<file path="src/sbt_pkg.sv">
// Constants shared by the sleep and balance timer block.
// Assumes a 250 MHz clock and a 32-bit APB register bus.
package sbt_pkg;

  // APB word offsets
  localparam logic [7:0] SLEEP_DELAY_OFS = 8'h00;
  localparam logic [7:0] CONTROL_OFS = 8'h04;
  localparam logic [7:0] BAL_CTRL_OFS = 8'h08;
  localparam logic [7:0] ON_TIME0_OFS = 8'h0c;
  localparam logic [7:0] ON_TIME5_OFS = 8'h20;
  localparam logic [7:0] STATUS_OFS = 8'h24;

  // Field positions
  localparam int STEP_LSB = 3;
  localparam int STEP_MSB = 7;
  localparam int BAL_LSB = 2;
  localparam int BAL_MSB = 7;
  localparam int SOFT_SLEEP_POS = 8;
  localparam int STAT_STATE_LSB = 16;

  // Reset values
  localparam logic [4:0] STEP_RESET = 5'h00;
  localparam logic [5:0] BAL_RESET = 6'h00;

  // Timing
  localparam longint unsigned CLK_PERIOD_NS = 4;
  localparam longint unsigned TICK_TIME_MS = 4500;
  localparam longint unsigned TICK_CYCLES =
    TICK_TIME_MS * 64'd1000000 / CLK_PERIOD_NS;
  localparam longint unsigned FILTER_TIME_US = 130;
  localparam longint unsigned FILTER_CYCLES =
    (FILTER_TIME_US * 64'd1000 + CLK_PERIOD_NS - 1) / CLK_PERIOD_NS;
  localparam int TICKS_PER_STEP_LOG2 = 4;

  typedef enum logic [1:0]
  {
    SBT_IDLE = 2'b00,
    SBT_RUN = 2'b01,
    SBT_DOWN = 2'b10
  } sbt_sleep_e;

endpackage

</file>
<file path="src/sbt_top.sv">
// Sleep delay timer and six balance output timers behind an APB slave.
// Assumes a synchronous sleep request pin and an APB3 master.
//
// What this block does
// - Sleep delay programmable 0 to 31 steps of 72 s.
// - Sleep timer starts on pin falling edge or soft sleep bit set.
// - At expiry, pin low powers down, pin high keeps running.
// - Sleep delay register resets to zero.
// - Delay write while running clears counter and recounts to new value.
// - Zero written while running checks the pin at once.
// - Pin rising edge does not cancel a running sleep timer.
// - Six balance outputs follow control bits, reset all off.
// - Zero delay: falling edge drops outputs and powers down.
// - Balance timers never affect the sleep timer; power-down clears the balance outputs and counter.
// - Six on-time registers, 0 to 31 steps of 72 s.
// - Zero on-time means untimed; timing starts on control write.
// - Expiry drops output and its control bit; on-times kept.
// - Shared counter starts on nonzero control write with armed on-time.
// - Every 4.5 s each on-time is compared with the counter.
// - Control writes win over timer expiry.
// - On-time write to an active output restarts counter; zero drops it.
// - On-time write to an inactive output leaves the counter.
// - Output added to a running count is timed against it.
// - Sleep pin filtered for about 130 us in both directions.
`timescale 1ns/1ns
`default_nettype none

module sbt_top
#(
  parameter int unsigned P_TICK_CYCLES = 32'(sbt_pkg::TICK_CYCLES),
  parameter int unsigned P_FILTER_CYCLES = 32'(sbt_pkg::FILTER_CYCLES)
)
(
  // Clock, reset, enable
  input wire logic I_CLOCK,
  input wire logic I_SYS_RST,
  input wire logic I_CLOCK_EN,
  // APB slave
  input wire logic I_PSEL,
  input wire logic I_PENABLE,
  input wire logic I_PWRITE,
  input wire logic [7:0] I_PADDR,
  input wire logic [31:0] I_PWDATA,
  output logic [31:0] O_PRDATA,
  output logic O_PREADY,
  output logic O_PSLVERR,
  // Pins
  input wire logic I_SLEEP_REQUEST_N,
  output logic [5:0] O_BALANCE_DRIVE,
  output logic O_POWER_DOWN
);
  import sbt_pkg::*;

  function automatic logic [8:0] step_ticks(input logic [4:0] s);
    step_ticks = {s, 4'h0};
  endfunction

  logic [30:0] tick_cnt;
  logic tick;
  logic [30:0] filt_cnt;
  logic pin_filt;
  logic pin_prev;
  logic [4:0] sleep_delay;
  logic soft_sleep_bit;
  logic [8:0] sleep_cnt;
  sbt_sleep_e state;
  logic [5:0] bal;
  logic [4:0] on_time [6];
  logic [8:0] bal_cnt;
  logic bal_run;
  logic access;
  logic wr;
  logic rd_ok;
  logic [31:0] rd_data;
  logic wr_delay;
  logic wr_ctrl;
  logic wr_bal;
  logic [5:0] wr_on;
  logic trigger;
  logic [8:0] next_sleep_cnt;
  logic [8:0] next_bal_cnt;
  logic [5:0] expired;
  logic any_armed;

  assign access = I_PSEL && I_PENABLE && O_PREADY;
  assign wr = access && I_PWRITE;
  assign next_sleep_cnt = sleep_cnt + 9'h001;
  assign next_bal_cnt = bal_cnt + 9'h001;

  always_comb
  begin
    wr_delay = 1'b0;
    wr_ctrl = 1'b0;
    wr_bal = 1'b0;
    wr_on = 6'h00;
    if (wr && I_PADDR == SLEEP_DELAY_OFS)
      wr_delay = 1'b1;
    else if (wr && I_PADDR == CONTROL_OFS)
      wr_ctrl = 1'b1;
    else if (wr && I_PADDR == BAL_CTRL_OFS)
      wr_bal = 1'b1;
    else if (wr && I_PADDR >= ON_TIME0_OFS && I_PADDR <= ON_TIME5_OFS
             && I_PADDR[1:0] == 2'b00)
      wr_on = 6'h01 << 3'(I_PADDR[7:2] - ON_TIME0_OFS[7:2]);
  end

  always_comb
  begin
    rd_ok = 1'b1;
    rd_data = 32'h0000_0000;
    if (I_PADDR == SLEEP_DELAY_OFS)
      rd_data[STEP_MSB:STEP_LSB] = sleep_delay;
    else if (I_PADDR == CONTROL_OFS)
      rd_data[SOFT_SLEEP_POS] = soft_sleep_bit;
    else if (I_PADDR == BAL_CTRL_OFS)
      rd_data[BAL_MSB:BAL_LSB] = bal;
    else if (I_PADDR >= ON_TIME0_OFS && I_PADDR <= ON_TIME5_OFS
             && I_PADDR[1:0] == 2'b00)
      rd_data[STEP_MSB:STEP_LSB] =
        on_time[3'(I_PADDR[7:2] - ON_TIME0_OFS[7:2])];
    else if (I_PADDR == STATUS_OFS)
      rd_data = {14'h0000, 2'(state), 7'h00, bal_cnt};
    else
      rd_ok = 1'b0;
  end

  // APB answer: one wait state, data registered with pready
  always_ff @(posedge I_CLOCK)
  begin
    if (I_SYS_RST)
    begin
      O_PREADY <= 1'b0;
      O_PRDATA <= 32'h0000_0000;
      O_PSLVERR <= 1'b0;
    end
    else if (I_CLOCK_EN)
    begin
      O_PREADY <= I_PSEL && I_PENABLE && !O_PREADY;
      if (I_PSEL && I_PENABLE && !O_PREADY)
      begin
        O_PRDATA <= I_PWRITE ? 32'h0000_0000 : rd_data;
        O_PSLVERR <= !rd_ok;
      end
      else
        O_PSLVERR <= 1'b0;
    end
  end

  always_ff @(posedge I_CLOCK)
  begin
    if (I_SYS_RST)
    begin
      tick_cnt <= 31'h0000_0000;
      tick <= 1'b0;
    end
    else if (I_CLOCK_EN)
    begin
      tick <= tick_cnt == 31'(P_TICK_CYCLES - 1);
      if (tick_cnt == 31'(P_TICK_CYCLES - 1))
        tick_cnt <= 31'h0000_0000;
      else
        tick_cnt <= tick_cnt + 31'h0000_0001;
    end
  end

  // Pin accepted only after a stable run of the filter time
  always_ff @(posedge I_CLOCK)
  begin
    if (I_SYS_RST)
    begin
      filt_cnt <= 31'h0000_0000;
      pin_filt <= 1'b1;
      pin_prev <= 1'b1;
    end
    else if (I_CLOCK_EN)
    begin
      pin_prev <= pin_filt;
      if (I_SLEEP_REQUEST_N == pin_filt)
        filt_cnt <= 31'h0000_0000;
      else if (filt_cnt == 31'(P_FILTER_CYCLES - 1))
      begin
        filt_cnt <= 31'h0000_0000;
        pin_filt <= I_SLEEP_REQUEST_N;
      end
      else
        filt_cnt <= filt_cnt + 31'h0000_0001;
    end
  end

  // Falling edge of filtered pin or setting the soft bit
  assign trigger = (pin_prev && !pin_filt)
    || (wr_ctrl && I_PWDATA[SOFT_SLEEP_POS] && !soft_sleep_bit);

  always_ff @(posedge I_CLOCK)
  begin
    if (I_SYS_RST)
      sleep_delay <= STEP_RESET;
    else if (I_CLOCK_EN && wr_delay)
      sleep_delay <= I_PWDATA[STEP_MSB:STEP_LSB];
  end

  // Soft bit: set by software wins over the clear at the end of a sleep
  always_ff @(posedge I_CLOCK)
  begin
    if (I_SYS_RST)
      soft_sleep_bit <= 1'b0;
    else if (I_CLOCK_EN)
    begin
      if (wr_ctrl && I_PWDATA[SOFT_SLEEP_POS])
        soft_sleep_bit <= 1'b1;
      else if (wr_ctrl || (state == SBT_DOWN && pin_filt && !pin_prev))
        soft_sleep_bit <= 1'b0;
      else if (state == SBT_RUN && pin_filt && tick
               && next_sleep_cnt >= step_ticks(sleep_delay))
        soft_sleep_bit <= 1'b0;
    end
  end

  // Sleep delay timer; it only reads its own counter
  always_ff @(posedge I_CLOCK)
  begin
    if (I_SYS_RST)
    begin
      state <= SBT_IDLE;
      sleep_cnt <= 9'h000;
    end
    else if (I_CLOCK_EN)
    begin
      case (state)
        SBT_IDLE:
        begin
          sleep_cnt <= 9'h000;
          // zero delay checks the pin at once
          if (trigger && sleep_delay == STEP_RESET)
            state <= pin_filt ? SBT_IDLE : SBT_DOWN;
          else if (trigger)
            state <= SBT_RUN;
        end
        SBT_RUN:
        begin
          // rewrite restarts count; zero checks pin now
          if (wr_delay)
          begin
            sleep_cnt <= 9'h000;
            if (I_PWDATA[STEP_MSB:STEP_LSB] == STEP_RESET)
              state <= pin_filt ? SBT_IDLE : SBT_DOWN;
          end
          // expiry samples the pin; edges alone never stop it
          else if (tick)
          begin
            sleep_cnt <= next_sleep_cnt;
            if (next_sleep_cnt >= step_ticks(sleep_delay))
              state <= pin_filt ? SBT_IDLE : SBT_DOWN;
          end
        end
        SBT_DOWN:
        begin
          sleep_cnt <= 9'h000;
          // Wake only on a filtered rising edge
          if (pin_filt && !pin_prev)
            state <= SBT_IDLE;
        end
        default:
          state <= SBT_IDLE;
      endcase
    end
  end

  always_ff @(posedge I_CLOCK)
  begin
    if (I_SYS_RST)
      O_POWER_DOWN <= 1'b0;
    else if (I_CLOCK_EN)
      O_POWER_DOWN <= state == SBT_DOWN;
  end

  // On-time registers, values kept after expiry
  always_ff @(posedge I_CLOCK)
  begin
    if (I_SYS_RST)
      for (int i = 0; i < 6; i++)
        on_time[i] <= STEP_RESET;
    else if (I_CLOCK_EN)
      for (int i = 0; i < 6; i++)
        if (wr_on[i])
          on_time[i] <= I_PWDATA[STEP_MSB:STEP_LSB];
  end

  // Compare on each tick; zero on-time never expires
  always_comb
  begin
    expired = 6'h00;
    any_armed = 1'b0;
    for (int i = 0; i < 6; i++)
    begin
      if (on_time[i] != STEP_RESET)
        any_armed = 1'b1;
      if (bal_run && tick && on_time[i] != STEP_RESET
          && next_bal_cnt >= step_ticks(on_time[i]))
        expired[i] = 1'b1;
    end
  end

  // Balance control; device powered down drops every output
  always_ff @(posedge I_CLOCK)
  begin
    if (I_SYS_RST)
      bal <= BAL_RESET;
    else if (I_CLOCK_EN)
    begin
      if (state == SBT_DOWN)
        bal <= BAL_RESET;
      else if (wr_bal)
        bal <= I_PWDATA[BAL_MSB:BAL_LSB];
      // zero on-time on an active output drops it
      else
        for (int i = 0; i < 6; i++)
          if (expired[i] || (wr_on[i] && bal[i]
              && I_PWDATA[STEP_MSB:STEP_LSB] == STEP_RESET))
            bal[i] <= 1'b0;
    end
  end

  // Shared counter runs while any output is on, once started by a control write with an armed on-time
  always_ff @(posedge I_CLOCK)
  begin
    if (I_SYS_RST)
    begin
      bal_cnt <= 9'h000;
      bal_run <= 1'b0;
    end
    else if (I_CLOCK_EN)
    begin
      if (state == SBT_DOWN || (wr_bal && I_PWDATA[BAL_MSB:BAL_LSB] == 6'h00))
      begin
        bal_run <= 1'b0;
        bal_cnt <= 9'h000;
      end
      // joining outputs use the running count
      else if (wr_bal && !bal_run && any_armed)
      begin
        bal_run <= 1'b1;
        bal_cnt <= 9'h000;
      end
      // restart on active rewrite; inactive has no effect
      else if ((wr_on & bal) != 6'h00)
        bal_cnt <= 9'h000;
      else if (bal_run && !wr_bal && (bal & ~expired) == 6'h00)
      begin
        bal_run <= 1'b0;
        bal_cnt <= 9'h000;
      end
      else if (bal_run && tick && bal_cnt != 9'h1ff)
        bal_cnt <= next_bal_cnt;
    end
  end

  always_ff @(posedge I_CLOCK)
  begin
    if (I_SYS_RST)
      O_BALANCE_DRIVE <= BAL_RESET;
    else if (I_CLOCK_EN)
      O_BALANCE_DRIVE <= bal;
  end
endmodule

`default_nettype wire

</file>
<file path="config.mk">
export PLATFORM = sky130hd
export DESIGN_NAME = sbt_top
export DESIGN_NICKNAME = d
export VERILOG_FILES = /design/src/sbt_pkg.sv /design/src/sbt_top.sv
export SDC_FILE = /design/constraint.sdc
export NUM_CORES = 1
export LEC_CHECK = 0
export BUFFER_PORTS_ARGS = -buffer_cell sky130_fd_sc_hd__buf_2
export CAP_MARGIN = 20
export CORE_UTILIZATION = 53
export DETAILED_ROUTE_END_ITERATION = 6
export PLACE_DENSITY_LB_ADDON = 0.2
export SLEW_MARGIN = 20
export SYNTH_ARGS = -nofsm -noshare
export SYNTH_HDL_FRONTEND = slang
export SYNTH_SLANG_ARGS = --single-unit
</file>
<file path="constraint.sdc">
create_clock -name I_CLOCK -period 7.2 [get_ports I_CLOCK]
set_clock_uncertainty 0.1 [all_clocks]
set_input_delay 0.72 -clock I_CLOCK [delete_from_list [all_inputs] [get_ports I_CLOCK]]
set_output_delay 0.72 -clock I_CLOCK [all_outputs]
set_load 0.005 [all_outputs]
</file>
Word-level counts from Yosys, hierarchy flattened
Memory sizes are Yosys's and may differ from the RTL's.
Cells that the tools add are included.
- add/subtract/negate cells: 5
- magnitude comparators: 9
- eq/ne operators: 15
- shifts and indexed selects: 1
- mux-type cells: 109
- bitwise logic cells: 10
- reductions and logical operators: 108
- operator list (operator ; number):
    two-way mux 31 bit ; 3
    two-way mux 9 bit ; 8
    two-way mux 1 bit ; 64
    greater-or-equal comparator 9 bit ; 7
    adder 31 x 1 -> 31 bit (second input constant) ; 2
    logical AND 1 bit ; 54
    two-way mux 6 bit ; 7
    two-way mux 5 bit ; 8
    nonzero test 5 bit ; 7
    two-way mux 32 bit ; 1
    == test 31 x 15 -> 1 bit (second input constant) ; 1
    == test 31 bit (second input constant) ; 1
    two-way mux 24 bit ; 1
    nonzero test 3 bit ; 8
    two-way mux 10 bit ; 2
    adder 9 x 1 -> 9 bit (second input constant) ; 2
    two-way mux 18 bit ; 1
    two-way mux 2 bit ; 9
    case mux 9 bit (2 select lines) ; 1
    AND reduction 2 bit ; 9
    AND 6 bit ; 2
    zero test 6 bit ; 2
    zero test 5 bit ; 2
    logical OR 1 bit ; 9
    other kinds (28) ; 46
- bits in registers: 139
- memory bits (writable): 30
- bits of input ports: 47
- output and inout port bits: 41
- logic and storage cells: 280
- memories kept: 1
- memory list (memory ; depth ; bits a word ; rd ports ; clocked after Yosys merged registers in ; wr ports ; RTL line ; text):
    on_time ; 6 ; 5 ; 7 ; 0 ; 6 ; sbt_top.sv:68 ; logic [4:0] on_time [6];

Depth between registers and ports, before layout
Gate-level depths: netlist of run 1.
- depth after elaboration: 16
- mapped depth: 15
- depth with buffers taken out: 14

Least setup slack after synthesis of run 1
OpenSTA, ideal clock, no wires.
- path type: register to register
- start point: reg bal_cnt[0]
- end point: reg bal_cnt[0]
- library setup time: 121 ps
- arrival: 3808 ps
- data required time: 6979 ps
- path slack: 3171 ps
- cell stages (with the launch flop): 15
- buffers on the path: 1
- period minus slack after synthesis: 4029 ps
- path through: dfxtp_1 > ha_1 > nand3_1 > inv_1 > nand3_1 > nor2_1 > ha_1 > ha_1 > o221ai_2 > a221o_1 > or4_1 > or4b_1 > buf_2 > a31o_2 > mux2_4
- word-level cells in the longest chain between the ends: 12
- elaborated cells on any way between the ends: 32
- classes of those cells: add/sub: 1; order compare: 6; eq/ne: 1; mux: 11; bitwise: 2; reduce/logical: 11
- ends and longest elaborated chain (item ; RTL line ; text):
    from (decl) ; sbt_top.sv:69 ; logic [8:0] bal_cnt;
    from (signal assigned) ; sbt_top.sv:354 ; bal_cnt <= next_bal_cnt;
    adder 9 x 1 -> 9 bit ; sbt_top.sv:88 ; assign next_bal_cnt = bal_cnt + 9'h001;
    greater-or-equal comparator 9 bit ; sbt_top.sv:299 ; && next_bal_cnt >= step_ticks(on_time[i]))
    logical AND 1 bit ; sbt_top.sv:299 ;
    two-way mux 1 bit ; sbt_top.sv:298 ; if (bal_run && tick && on_time[i] != STEP_RESET
    inverter 6 bit ; sbt_top.sv:348 ; else if (bal_run && !wr_bal && (bal & ~expired) == 6'h00)
    AND 6 bit ; sbt_top.sv:348 ;
    zero test 6 bit ; sbt_top.sv:348 ;
    logical AND 1 bit ; sbt_top.sv:348 ;
    two-way mux 9 bit ; sbt_top.sv:348 ;
    two-way mux 9 bit ; sbt_top.sv:346 ; else if ((wr_on & bal) != 6'h00)
    two-way mux 9 bit ; sbt_top.sv:340 ; else if (wr_bal && !bal_run && any_armed)
    two-way mux 9 bit ; sbt_top.sv:334 ; if (state == SBT_DOWN || (wr_bal && I_PWDATA[BAL_MSB:BAL_LSB] == 6'h00))
Parallel ways exist; a longest one is shown, timed or not. The select of a mux whose other input is x is not followed.
A chain may end at the register's enable or synchronous reset.

Worst setup path after layout of run 1
Ends and elaborated chain as after synthesis.

==> results of run 1 <==
[cells in the mapped netlist (all sizes together), types with 5 or more instances]
cell type	count	area, um2
a21o	8	60.06
a21oi	70	354.1
a221oi	8	70.07
a222oi	5	50.05
a22o	5	43.79
a22oi	12	90.09
a311oi	11	96.34
a31oi	12	75.07
and2	30	187.7
and3	31	193.9
and4	8	70.07
buf	37	245.2
clkbuf	37	138.9
dfxtp	118	2362
edfxtp	30	900.9
ha	50	625.6
inv	54	202.7
mux2i	15	150.1
mux4	5	112.6
nand2	74	277.8
nand3	35	175.2
nand3b	7	52.55
nand4	17	106.4
nand4b	8	70.07
nor2	135	506.7
nor2b	7	43.79
nor3	30	150.1
nor3b	11	82.58
nor4	18	118.9
o211ai	8	60.06
o21a	7	52.55
o21ai	46	230.2
or3	7	43.79
or4	9	67.56
xnor2	19	166.4
xor2	24	210.2
[stage by stage]
stage / instance area (um2) / std cells
after detailed placement: 9156 / 1276
after floorplan: 9030 / 1085
after global routing: 9769 / 1308
after global placement: 9156 / 1276
final: 9769 / 1308
after CTS: 9769 / 1308
[worst max-delay path, stage by stage (launching register included)]
cell	delay (ns)
dfxtp_1	0.48
ha_1	0.39
nand3_1	0.22
inv_1	0.10
nand3_1	0.15
nor2_1	0.16
ha_1	0.36
ha_1	0.35
o221ai_2	0.12
a221o_1	0.36
or4_1	0.46
or4b_1	0.68
a31o_2	0.32
mux2_4	0.26
[metal layers]
| metal | global-route usage [%] | vias to the layer above | wire length (um) |
|---|---|---|---|
| met5 | 0 | - | 0 |
| met4 | 8.333 | 0 | 397 |
| met3 | 5.498 | 32 | 1257 |
| met2 | 41.27 | 244 | 10300 |
| met1 | 35.93 | 3689 | 10570 |
| li1 | - | 3860 | - |
[power breakdown]
part	internal, W	switching [W]
Sequential	0.000853	0.00000973
Combinational	0.0000374	0.0000830
Clock	0.000527	0.000395
Total	0.00142	0.000488
[sequential cells by signal, indices dropped and copies added, names as in the netlist, 2 cells and up]
signal / cells
filt_cnt: 31
bal: 6
bal_cnt: 9
on_time: 30
state: 2
sleep_cnt: 9
sleep_delay: 5
O_PRDATA: 11
tick_cnt: 31
O_BALANCE_DRIVE: 6
[cells in the final DEF, fill, tap and decap left out, types with 8 or more instances in the layout]
| master | n |
|---|---|
| a21o_1 | 8 |
| xnor2_1 | 19 |
| nand2_1 | 74 |
| nor3_1 | 30 |
| nor2_1 | 135 |
| nor3b_1 | 11 |
| a22oi_1 | 12 |
| buf_2 | 41 |
| and2_1 | 29 |
| mux2i_1 | 15 |
| nand3_1 | 35 |
| o21ai_0 | 39 |
| a221oi_1 | 8 |
| clkbuf_16 | 17 |
| and4_1 | 8 |
| nand4_1 | 17 |
| conb_1 | 21 |
| nand4b_1 | 8 |
| nor4_1 | 17 |
| a21oi_1 | 69 |
| o211ai_1 | 8 |
| dfxtp_1 | 118 |
| inv_1 | 53 |
| ha_1 | 50 |
| xor2_1 | 24 |
| a31oi_1 | 12 |
| or4_1 | 9 |
| a311oi_1 | 11 |
| edfxtp_1 | 30 |
| and3_1 | 31 |
[worst paths after layout]
path	slack, ns	to	depth (start not counted)
max reg2reg	2.58	bal_cnt[0]$_SDFFE_PP0P_	13
min	0.37	O_PSLVERR$_SDFFE_PP0P_	2
max	2.58	bal_cnt[0]$_SDFFE_PP0P_	13
min reg2reg	0.37	O_PSLVERR$_SDFFE_PP0P_	2
[final cells by class]
| cell class | instances | area (um2) | area share, % |
|---|---|---|---|
| clock buffers | 17 | 425.4 | 4.355 |
| clock inverters | 15 | 187.7 | 1.921 |
| well taps | 220 | 275.3 | 2.818 |
| flip-flops and latches | 148 | 3263 | 33.40 |
| repair buffers | 45 | 235.2 | 2.408 |
| inverters | 54 | 202.7 | 2.075 |
| multi-input cells | 809 | 5180 | 53.02 |
[logic make-up (layout without fill, tap and decap cells)]
group | after synthesis | count (layout)
XOR/XNOR | 43 | 43
AO/OA/AOI/OAI | 232 | 232
buffers and inverters | 128 | 131
flip-flops | 148 | 148
multiplexers | 21 | 21
other | 1 | 21
AND/OR/NAND/NOR | 442 | 442
adder cells (fa/ha/maj) | 50 | 50
==> qor.txt, run 1 <==
I/O pin count -> 88
Hold_sp -> O_PSLVERR$_SDFFE_PP0P_
Worst-Skew Late Latency -> 0.42 ns
Layout cell share with drive strength beyond 1 -> 8.640%
Total clock sinks -> 148
Vias in the first global route -> 7231
Setup WS post-layout -> 2.583 ns
Setup Buffers After CTS -> 0
# resized after CTS -> 0
Largest family of logic cells by synthesized area -> simple AND/OR/NAND/NOR gates
Max Cap Violations -> 0
Status -> completed
Critical Path Sink Type -> register
Drt wl/cell -> 17.21 um
Setup tns final -> 0 ns
Unique masters post-synth -> 75
Sequential-to-total area share from yosys stat -> 36.44%
IO buf count -> 41
Maximum clock path buffer count -> 2
Critical Path Fanout Max -> 9
Worst Setup Path Type -> register to register
Average size of a mapped cell -> 8.408 um2
Fin Hold WS -> 0.3670 ns
Ys async rst share -> 0%
Min Tclk post-route -> 4.617 ns
Post-synthesis adder-cell area fraction -> 6.986%
Cts-stage hold buffer count -> 0
Leak -> 3.819 nW
Residual DRC -> 0
Area grow syn2layout -> 9.096%
Worst Setup SP -> bal_cnt[0]$_SDFFE_PP0P_
DIE AREA -> 17420 um2
CTS tree -> built
Clk slew on worst S/H paths -> 0.06 ns
Final Util -> 59.12%
Final setup violating endpoints -> 0
Total number of vias -> 7825
GP Congestion -> 0.9448
Mapped Cells -> 1065
Yosys warning count -> 0
Synth Area in XOR/XNOR -> 4.206%
Initial drt markers -> 691
Die X -> 132.0 um
Area fraction in compound gates after synthesis -> 17.33%
DR vias/cell -> 5.982
Peak Freq -> 216.6 MHz
Mux cell area share after synthesis -> 3.102%
Final Cycle Share -> 64.12%
Router iterations before antenna repair -> 7
GRT Total Usage -> 26.21%
Total wire length -> 22520 um
Total Power -> 0.001905 W
Fillers -> 1518
Clock Tree Root -> clkbuf_16
EDFF count, synth -> 30
Starting Density -> 54.19%
Final max-slew violation count -> 0
Synth Area in Simple Gates -> 25.35%
Post-synth top flop -> dfxtp_1
Antenna cell count -> 0
Total grt overflow -> 0
Peak supply drop -> 0.0001643 V
Rel. slew slack -> 32.74%
Placeable core region -> 16520 um2
Clock buffer count from CTS -> 17
Worst path required time -> 7.41 ns
Final HPWL DP -> 16160 um
Nets -> 1172
Worst r2r src -> bal_cnt[0]$_SDFFE_PP0P_
First-pass GRT wire length -> 36820 um
Antenna violation net count after detailed routing -> 0
Worst hold-check path type -> register to register
Cell area power density -> 195.0 nW/um2
Post-Syn Area -> 8955 um2
FP Rows -> 47
Nature of the critical path startpoint -> register
FF+latch count, synth -> 148
Chip height -> 132.0 um
WP data arrival -> 4.83 ns
Slew @ Worst Pin -> 0.9997 ns
H-tree lvl count -> 4
Antenna violations before repair -> 0
Pre-CTS WS -> 2.663 ns
Largest net degree at the start of global routing -> 53
Final Hold Vio Count -> 0
RSZ-0062 raised after global routing -> no
No activity file was read; power rests on OpenSTA's default activity.
==> run 2: changes to the inputs <==
- ABC_AREA: not set -> 1
- clock period: 7.2 -> 3.9 ns (I/O delays scaled with it)
==> qor.txt, run 2 <==
Status -> completed
Clock buffer count from CTS -> 17 (unchanged)
Placeable core region -> 17900 um2 (+8.3%)
Vias in the first global route -> 8287 (+15%)
Layout cell share with drive strength beyond 1 -> 10.25% (+1.6 points)
First-pass GRT wire length -> 40720 um (+11%)
Antenna violation net count after detailed routing -> 0 (unchanged)
Post-synth top flop -> dfxtp_1
Pre-CTS WS -> 0.5852 ns (-2.078 ns)
I/O pin count -> 88 (unchanged)
DR vias/cell -> 5.487 (-8.3%)
Worst-Skew Late Latency -> 0.42 ns (about the same)
Post-Syn Area -> 9663 um2 (+7.9%)
Top cells by count, synth -> 281 x nand2_1, 164 x inv_1, 162 x nor2_1
Fin Hold WS -> 0.1243 ns (-0.2427 ns)
Synth top area cells -> dfxtp_1 24%, nand2_1 11%, edfxtp_1 9.3%
Sequential-to-total area share from yosys stat -> 33.77% (-2.7 points)
Total Power -> 0.003668 W (+93%)
Cell area power density -> 345.5 nW/um2 (+77%)
Die X -> 137.0 um (+3.8%)
Total wire length -> 24950 um (+11%)
Regs by FF count -> filt_cnt x31, tick_cnt x31, on_time x30
Critical Path Fanout Max -> 10 (+1)
Total grt overflow -> 0 (unchanged)
Leak -> 4.429 nW (+16%)
Final Hold Vio Count -> 0 (unchanged)
Starting Density -> 53.98% (-0.21 points)
WP data arrival -> 3.58 ns (-1.25 ns)
Total number of vias -> 9180 (+17%)
Area grow syn2layout -> 9.854%
Largest net degree at the start of global routing -> 66 (+25%)
GRT Total Usage -> 27.55% (+1.3 points)
Rel. slew slack -> 35.01% (+2.3 points)
Worst hold-check path type -> input pin to register
Clock Tree Root -> clkbuf_16
Top-count cell post-synth -> nand2_1
Total clock sinks -> 148 (unchanged)
Hold_sp -> I_SLEEP_REQUEST_N
IO buf count -> 41 (unchanged)
Largest area contributor in the netlist -> dfxtp_1
Slew @ Worst Pin -> 0.9660 ns (-0.03374 ns)
Final HPWL DP -> 18590 um (+15%)
Final setup violating endpoints -> 0 (unchanged)
Final max-slew violation count -> 0 (unchanged)
Max Cap Violations -> 0 (unchanged)
CTS tree -> built
Ys async rst share -> 0% (unchanged)
Top-area cell type share of the netlist area -> 24.45% (-1.9 points)
Setup Buffers After CTS -> 0 (unchanged)
Worst path required time -> 4.12 ns (-3.29 ns)
RSZ-0062 raised after global routing -> no
Peak Freq -> 297.6 MHz (+37%)
FP Rows -> 49 (+4.3%)
FF+latch count, synth -> 148 (unchanged)
GP Congestion -> 0.9231 (-2.3%)
H-tree lvl count -> 4 (unchanged)
Yosys warning count -> 0 (unchanged)
# resized after CTS -> 0 (unchanged)
Antenna violations before repair -> 0 (unchanged)
Worst Setup SP -> bal_cnt[0]$_SDFFE_PP0P_
Min Tclk post-route -> 3.361 ns (-1.256 ns)
Cts-stage hold buffer count -> 0 (unchanged)
Nets -> 1528 (+30%)
Most common cell after layout, fill and taps aside -> nand2_1
Highest-count cells in the layout ignoring fill and taps -> 281 x nand2_1, 164 x inv_1, 162 x nor2_1
Unique masters post-synth -> 56 (-25%)
Initial drt markers -> 682 (-1.3%)
Antenna cell count -> 0 (unchanged)
Critical Path Sink Type -> register
Maximum clock path buffer count -> 2 (unchanged)
Peak supply drop -> 0.0003382 V (+110%)
Setup WS post-layout -> 0.5394 ns (-2.044 ns)
Worst r2r src -> bal_cnt[0]$_SDFFE_PP0P_
DIE AREA -> 18780 um2 (+7.8%)
Worst Setup Path Type -> register to register
Residual DRC -> 0 (unchanged)
Clk slew on worst S/H paths -> 0.06 ns (about the same)
Mapped Cells -> 1395 (+31%)
Final Cycle Share -> 86.17% (+22 points)
Chip height -> 137.0 um (+3.8%)
EDFF count, synth -> 30 (unchanged)
Setup tns final -> 0 ns (unchanged)
Router iterations before antenna repair -> 7 (unchanged)
Drt wl/cell -> 14.91 um (-13%)
Average size of a mapped cell -> 6.927 um2 (-18%)
Nature of the critical path startpoint -> register
run 2: cell types whose count changed after synthesis, sizes merged, moves of 28 or more:
cell,before,now
a21oi,70,112
and3,31,3
nor2,135,181
nand2,74,299
inv,54,174
nand3,35,105
and2,30,2
run 2: final timing paths:
| kind | cells past startpoint | to | slack [ns] |
|---|---|---|---|
| worst max register to register | 22 | bal_cnt[4]$_SDFFE_PP0P_ | 0.54 |
| worst min register to register | 2 | O_PRDATA[1]$_SDFFE_PP0P_ | 0.36 |
| worst max-delay path | 22 | bal_cnt[4]$_SDFFE_PP0P_ | 0.54 |
| worst min-delay path | 3 | pin_filt$_SDFFE_PP1P_ | 0.12 |
run 2: logic make-up (layout without fill, tap and decap cells):
logic type	count (synthesis)	in the layout	share of synthesized area (%)
buffers and inverters	231	260	9.854
adders and majority gates	50	50	6.474
DFF	148	148	33.77
AOI/OAI and AO/OA	217	217	12.64
xor gates and xnor gates	25	25	2.266
and+or+nand+nor	723	723	34.96
other	1	21	0.03881
run 2: power breakdown:
part | internal [W] | switching, W | total, W
sequential | 0.00159 | 0.0000221 | 0.00161
combinational | 0.000121 | 0.000269 | 0.000390
clock | 0.00101 | 0.000655 | 0.00167
total | 0.00272 | 0.000947 | 0.00367
run 2: layer usage:
metal | routed length [um] | track usage [%] | vias up
li1 | - | - | 4672
met1 | 11740 | 37.66 | 4212
met2 | 11270 | 43.86 | 259
met3 | 1314 | 4.333 | 37
met4 | 629 | 9.646 | 0
met5 | 0 | 0 | -
run 2: worst max-delay path, cell delays in order (launching register included):
cell     delay (ns)
dfxtp_1        0.33
ha_1           0.20
nand3_1        0.12
nor2_1         0.11
nand2_1        0.09
nor3_1         0.14
ha_1           0.39
ha_1           0.39
nand2_1        0.08
o21ai_0        0.18
nor2_1         0.06
nand2_1        0.10
nand2_1        0.12
nand2_1        0.08
nand2_1        0.05
nor2_1         0.08
nand2_1        0.07
nand2_2        0.13
nand2_4        0.12
nand2_4        0.16
nand2_1        0.07
inv_1          0.05
nor2_1         0.03
run 2: layout make-up:
cell class | instances | area (um2)
Clock buffer | 21 | 440.4
Clock inverter | 11 | 150.1
Fill cell | 1740 | 7287
Inverter | 176 | 660.6
Multi-Input combinational cell | 1036 | 5527
Sequential cell | 148 | 3263
Tap cell | 229 | 286.5
Timing Repair Buffer | 52 | 287.8
run 2: metrics by stage:
step / area (um2) / utilization (%) / cells
3_3_place_gp: 10020 / 55.98 / 1641
4_1_cts: 10610 / 59.27 / 1673
6_report: 10620 / 59.30 / 1673
5_1_grt: 10620 / 59.30 / 1673
2_1_floorplan: 9738 / - / 1415
3_5_place_dp: 10020 / 55.98 / 1641
==> run 3: changes to the inputs <==
- CORE_ASPECT_RATIO: not set -> 0.7
==> qor.txt, run 3 (synthesis results as in run 2) <==
Peak supply drop -> 0.0002384 V (-29%)
Clk slew on worst S/H paths -> 0.06 ns (about the same)
GP Congestion -> 0.9403 (+1.9%)
Leak -> 4.452 nW (+0.50%)
Final Hold Vio Count -> 0 (unchanged)
Total number of vias -> 9398 (+2.4%)
Min Tclk post-route -> 3.457 ns (+0.09627 ns)
DIE AREA -> 18780 um2 (about the same)
Critical Path Fanout Max -> 10 (unchanged)
Status -> completed
Vias in the first global route -> 8278 (-0.11%)
Final setup violating endpoints -> 0 (unchanged)
Worst Setup Path Type -> register to register
RSZ-0062 raised after global routing -> no
Die X -> 163.4 um (+19%)
R2R Setup Slk -> 0.44 ns (-0.10 ns)
Clock network fraction of design power -> 46.5% (+1.1 points)
Worst-Skew Late Latency -> 0.43 ns (about the same)
Max Cap Violations -> 0 (unchanged)
Layout cell share with drive strength beyond 1 -> 10.60% (+0.35 points)
GRT Total Usage -> 29.11% (+1.6 points)
Setup tns final -> 0 ns (unchanged)
Starting Density -> 55.16% (+1.2 points)
Final Util -> 60.86% (+1.6 points)
Switch Pwr -> 0.0009863 W (+4.2%)
Highest-count cells in the layout ignoring fill and taps -> 281 x nand2_1, 164 x inv_1, 162 x nor2_1
CTS tree -> built
Maximum clock path buffer count -> 2 (unchanged)
Chip height -> 115.0 um (-16%)
Worst path required time -> 4.13 ns (about the same)
Total wire length -> 26480 um (+6.1%)
Antenna cell count -> 0 (unchanged)
Clock Tree Root -> clkbuf_16
Placeable core region -> 17520 um2 (-2.2%)
Regs by FF count -> filt_cnt x31, tick_cnt x31, on_time x30
I/O pin count -> 88 (unchanged)
IO buf count -> 41 (unchanged)
Final max-slew violation count -> 0 (unchanged)
Slew @ Worst Pin -> 0.9208 ns (-0.04520 ns)
Router iterations before antenna repair -> 5 (-2)
Fillers -> 1646 (-5.4%)
Combinational power share -> 10.7% (about the same)
FP Rows -> 40 (-18%)
Antenna violation net count after detailed routing -> 0 (unchanged)
Nets -> 1528 (unchanged)
Largest net degree at the start of global routing -> 66 (unchanged)
Total clock sinks -> 148 (unchanged)
Reg power frac -> 42.8% (-1.1 points)
Peak Freq -> 289.3 MHz (-2.8%)
Drt wl/cell -> 15.81 um (+6.0%)
Worst hold-check path type -> input pin to register
Rel. slew slack -> 38.39% (+3.4 points)
WP data arrival -> 3.69 ns (+0.11 ns)
Initial drt markers -> 1143 (+68%)
Clock buffer count from CTS -> 17 (unchanged)
Area grow syn2layout -> 10.33%
Residual DRC -> 0 (unchanged)
Total grt overflow -> 0 (unchanged)
Cell area power density -> 353.4 nW/um2 (+2.3%)
First-pass GRT wire length -> 42580 um (+4.6%)
H-tree lvl count -> 4 (unchanged)
Final HPWL DP -> 19580 um (+5.3%)
Critical Path Sink Type -> register
DR vias/cell -> 5.611 (+2.3%)
Int Pwr -> 0.002781 W (+2.2%)
Final Cycle Share -> 88.64% (+2.5 points)
Antenna violations before repair -> 1 (+1)
Net Sw Frac -> 26.18% (+0.37 points)
Most common cell after layout, fill and taps aside -> nand2_1
Nature of the critical path startpoint -> register
[run 3: metal layers]
layer	GRT usage [%]	routed length, um
met2	41.41	10610
met1	44.39	13130
met5	0	13
met3	5.916	2480
met4	6.791	251
[run 3: timing repair]
item	CTS	global route
endpoints found under the setup margin	0	1
buffers inserted	0	0
hold buffers	0	0
gates resized for setup	0	1
[run 3: final timing paths]
path	start	to	cells past startpoint
max	bal_cnt[0]$_SDFFE_PP0P_	bal_cnt[5]$_SDFFE_PP0P_	22
min	I_SLEEP_REQUEST_N	pin_filt$_SDFFE_PP1P_	3
max reg2reg	bal_cnt[0]$_SDFFE_PP0P_	bal_cnt[5]$_SDFFE_PP0P_	22
min reg2reg	O_PRDATA[8]$_SDFFE_PP0P_	O_PRDATA[8]$_SDFFE_PP0P_	2
[run 3: layout make-up]
type                    instances  area (um2)  share of cell area [%]
multi-input cells            1036        5529                   51.86
flip-flops and latches        148        3263                   30.61
inverters                     176       660.6                   6.196
clock buffers                  23       519.2                   4.870
well taps                     231       289.0                   2.711
repair buffers                 52       287.8                   2.699
clock inverters                 9       112.6                   1.056
[run 3: per-stage QoR]
stage / std cells / setup WS, ns / hold WS [ns] / instance area (um2) / power (W)
6_report: 1675 / 0.4432 / 0.1202 / 10660 / 0.003768
5_1_grt: 1675 / 0.03711 / 0.1287 / 10660 / 0.003901
4_1_cts: 1675 / 0.4709 / 0.1082 / 10660 / 0.003780
3_5_place_dp: 1643 / 0.5014 / 0.3558 / 10020 / 0.002034
3_3_place_gp: 1643 / 0.5242 / 0.3486 / 10020 / 0.002028
2_1_floorplan: 1415 / 1.030 / 0.3406 / 9738 / 0.001923
[run 3: critical path, cell delays in order (launching register included)]
cell and delay [ns]:
dfxtp_1 0.34, ha_1 0.21, nand3_1 0.14, nor2_1 0.11, nand2_1 0.08, nor3_1 0.19
ha_2 0.40, ha_1 0.33, nand2_1 0.08, nor3_1 0.18, nand3_1 0.08, nand2_1 0.10
nand2_1 0.08, nand2_1 0.09, nand2_1 0.06, nor2_1 0.10, nand2_1 0.09, nand2_2 0.15
nand2_4 0.13, nand2_4 0.16, nand2_1 0.07, inv_1 0.05, nor2_1 0.03
[run 3: power by group through the flow]
stage	Combinational (W)	Clock, W	Sequential (W)
final	0.000403	0.00175	0.00161
after global routing	0.000449	0.00184	0.00161
after CTS	0.000393	0.00178	0.00161
after detailed placement	0.000390	0	0.00164
after global placement	0.000384	0	0.00164
after floorplan	0.000285	0	0.00164
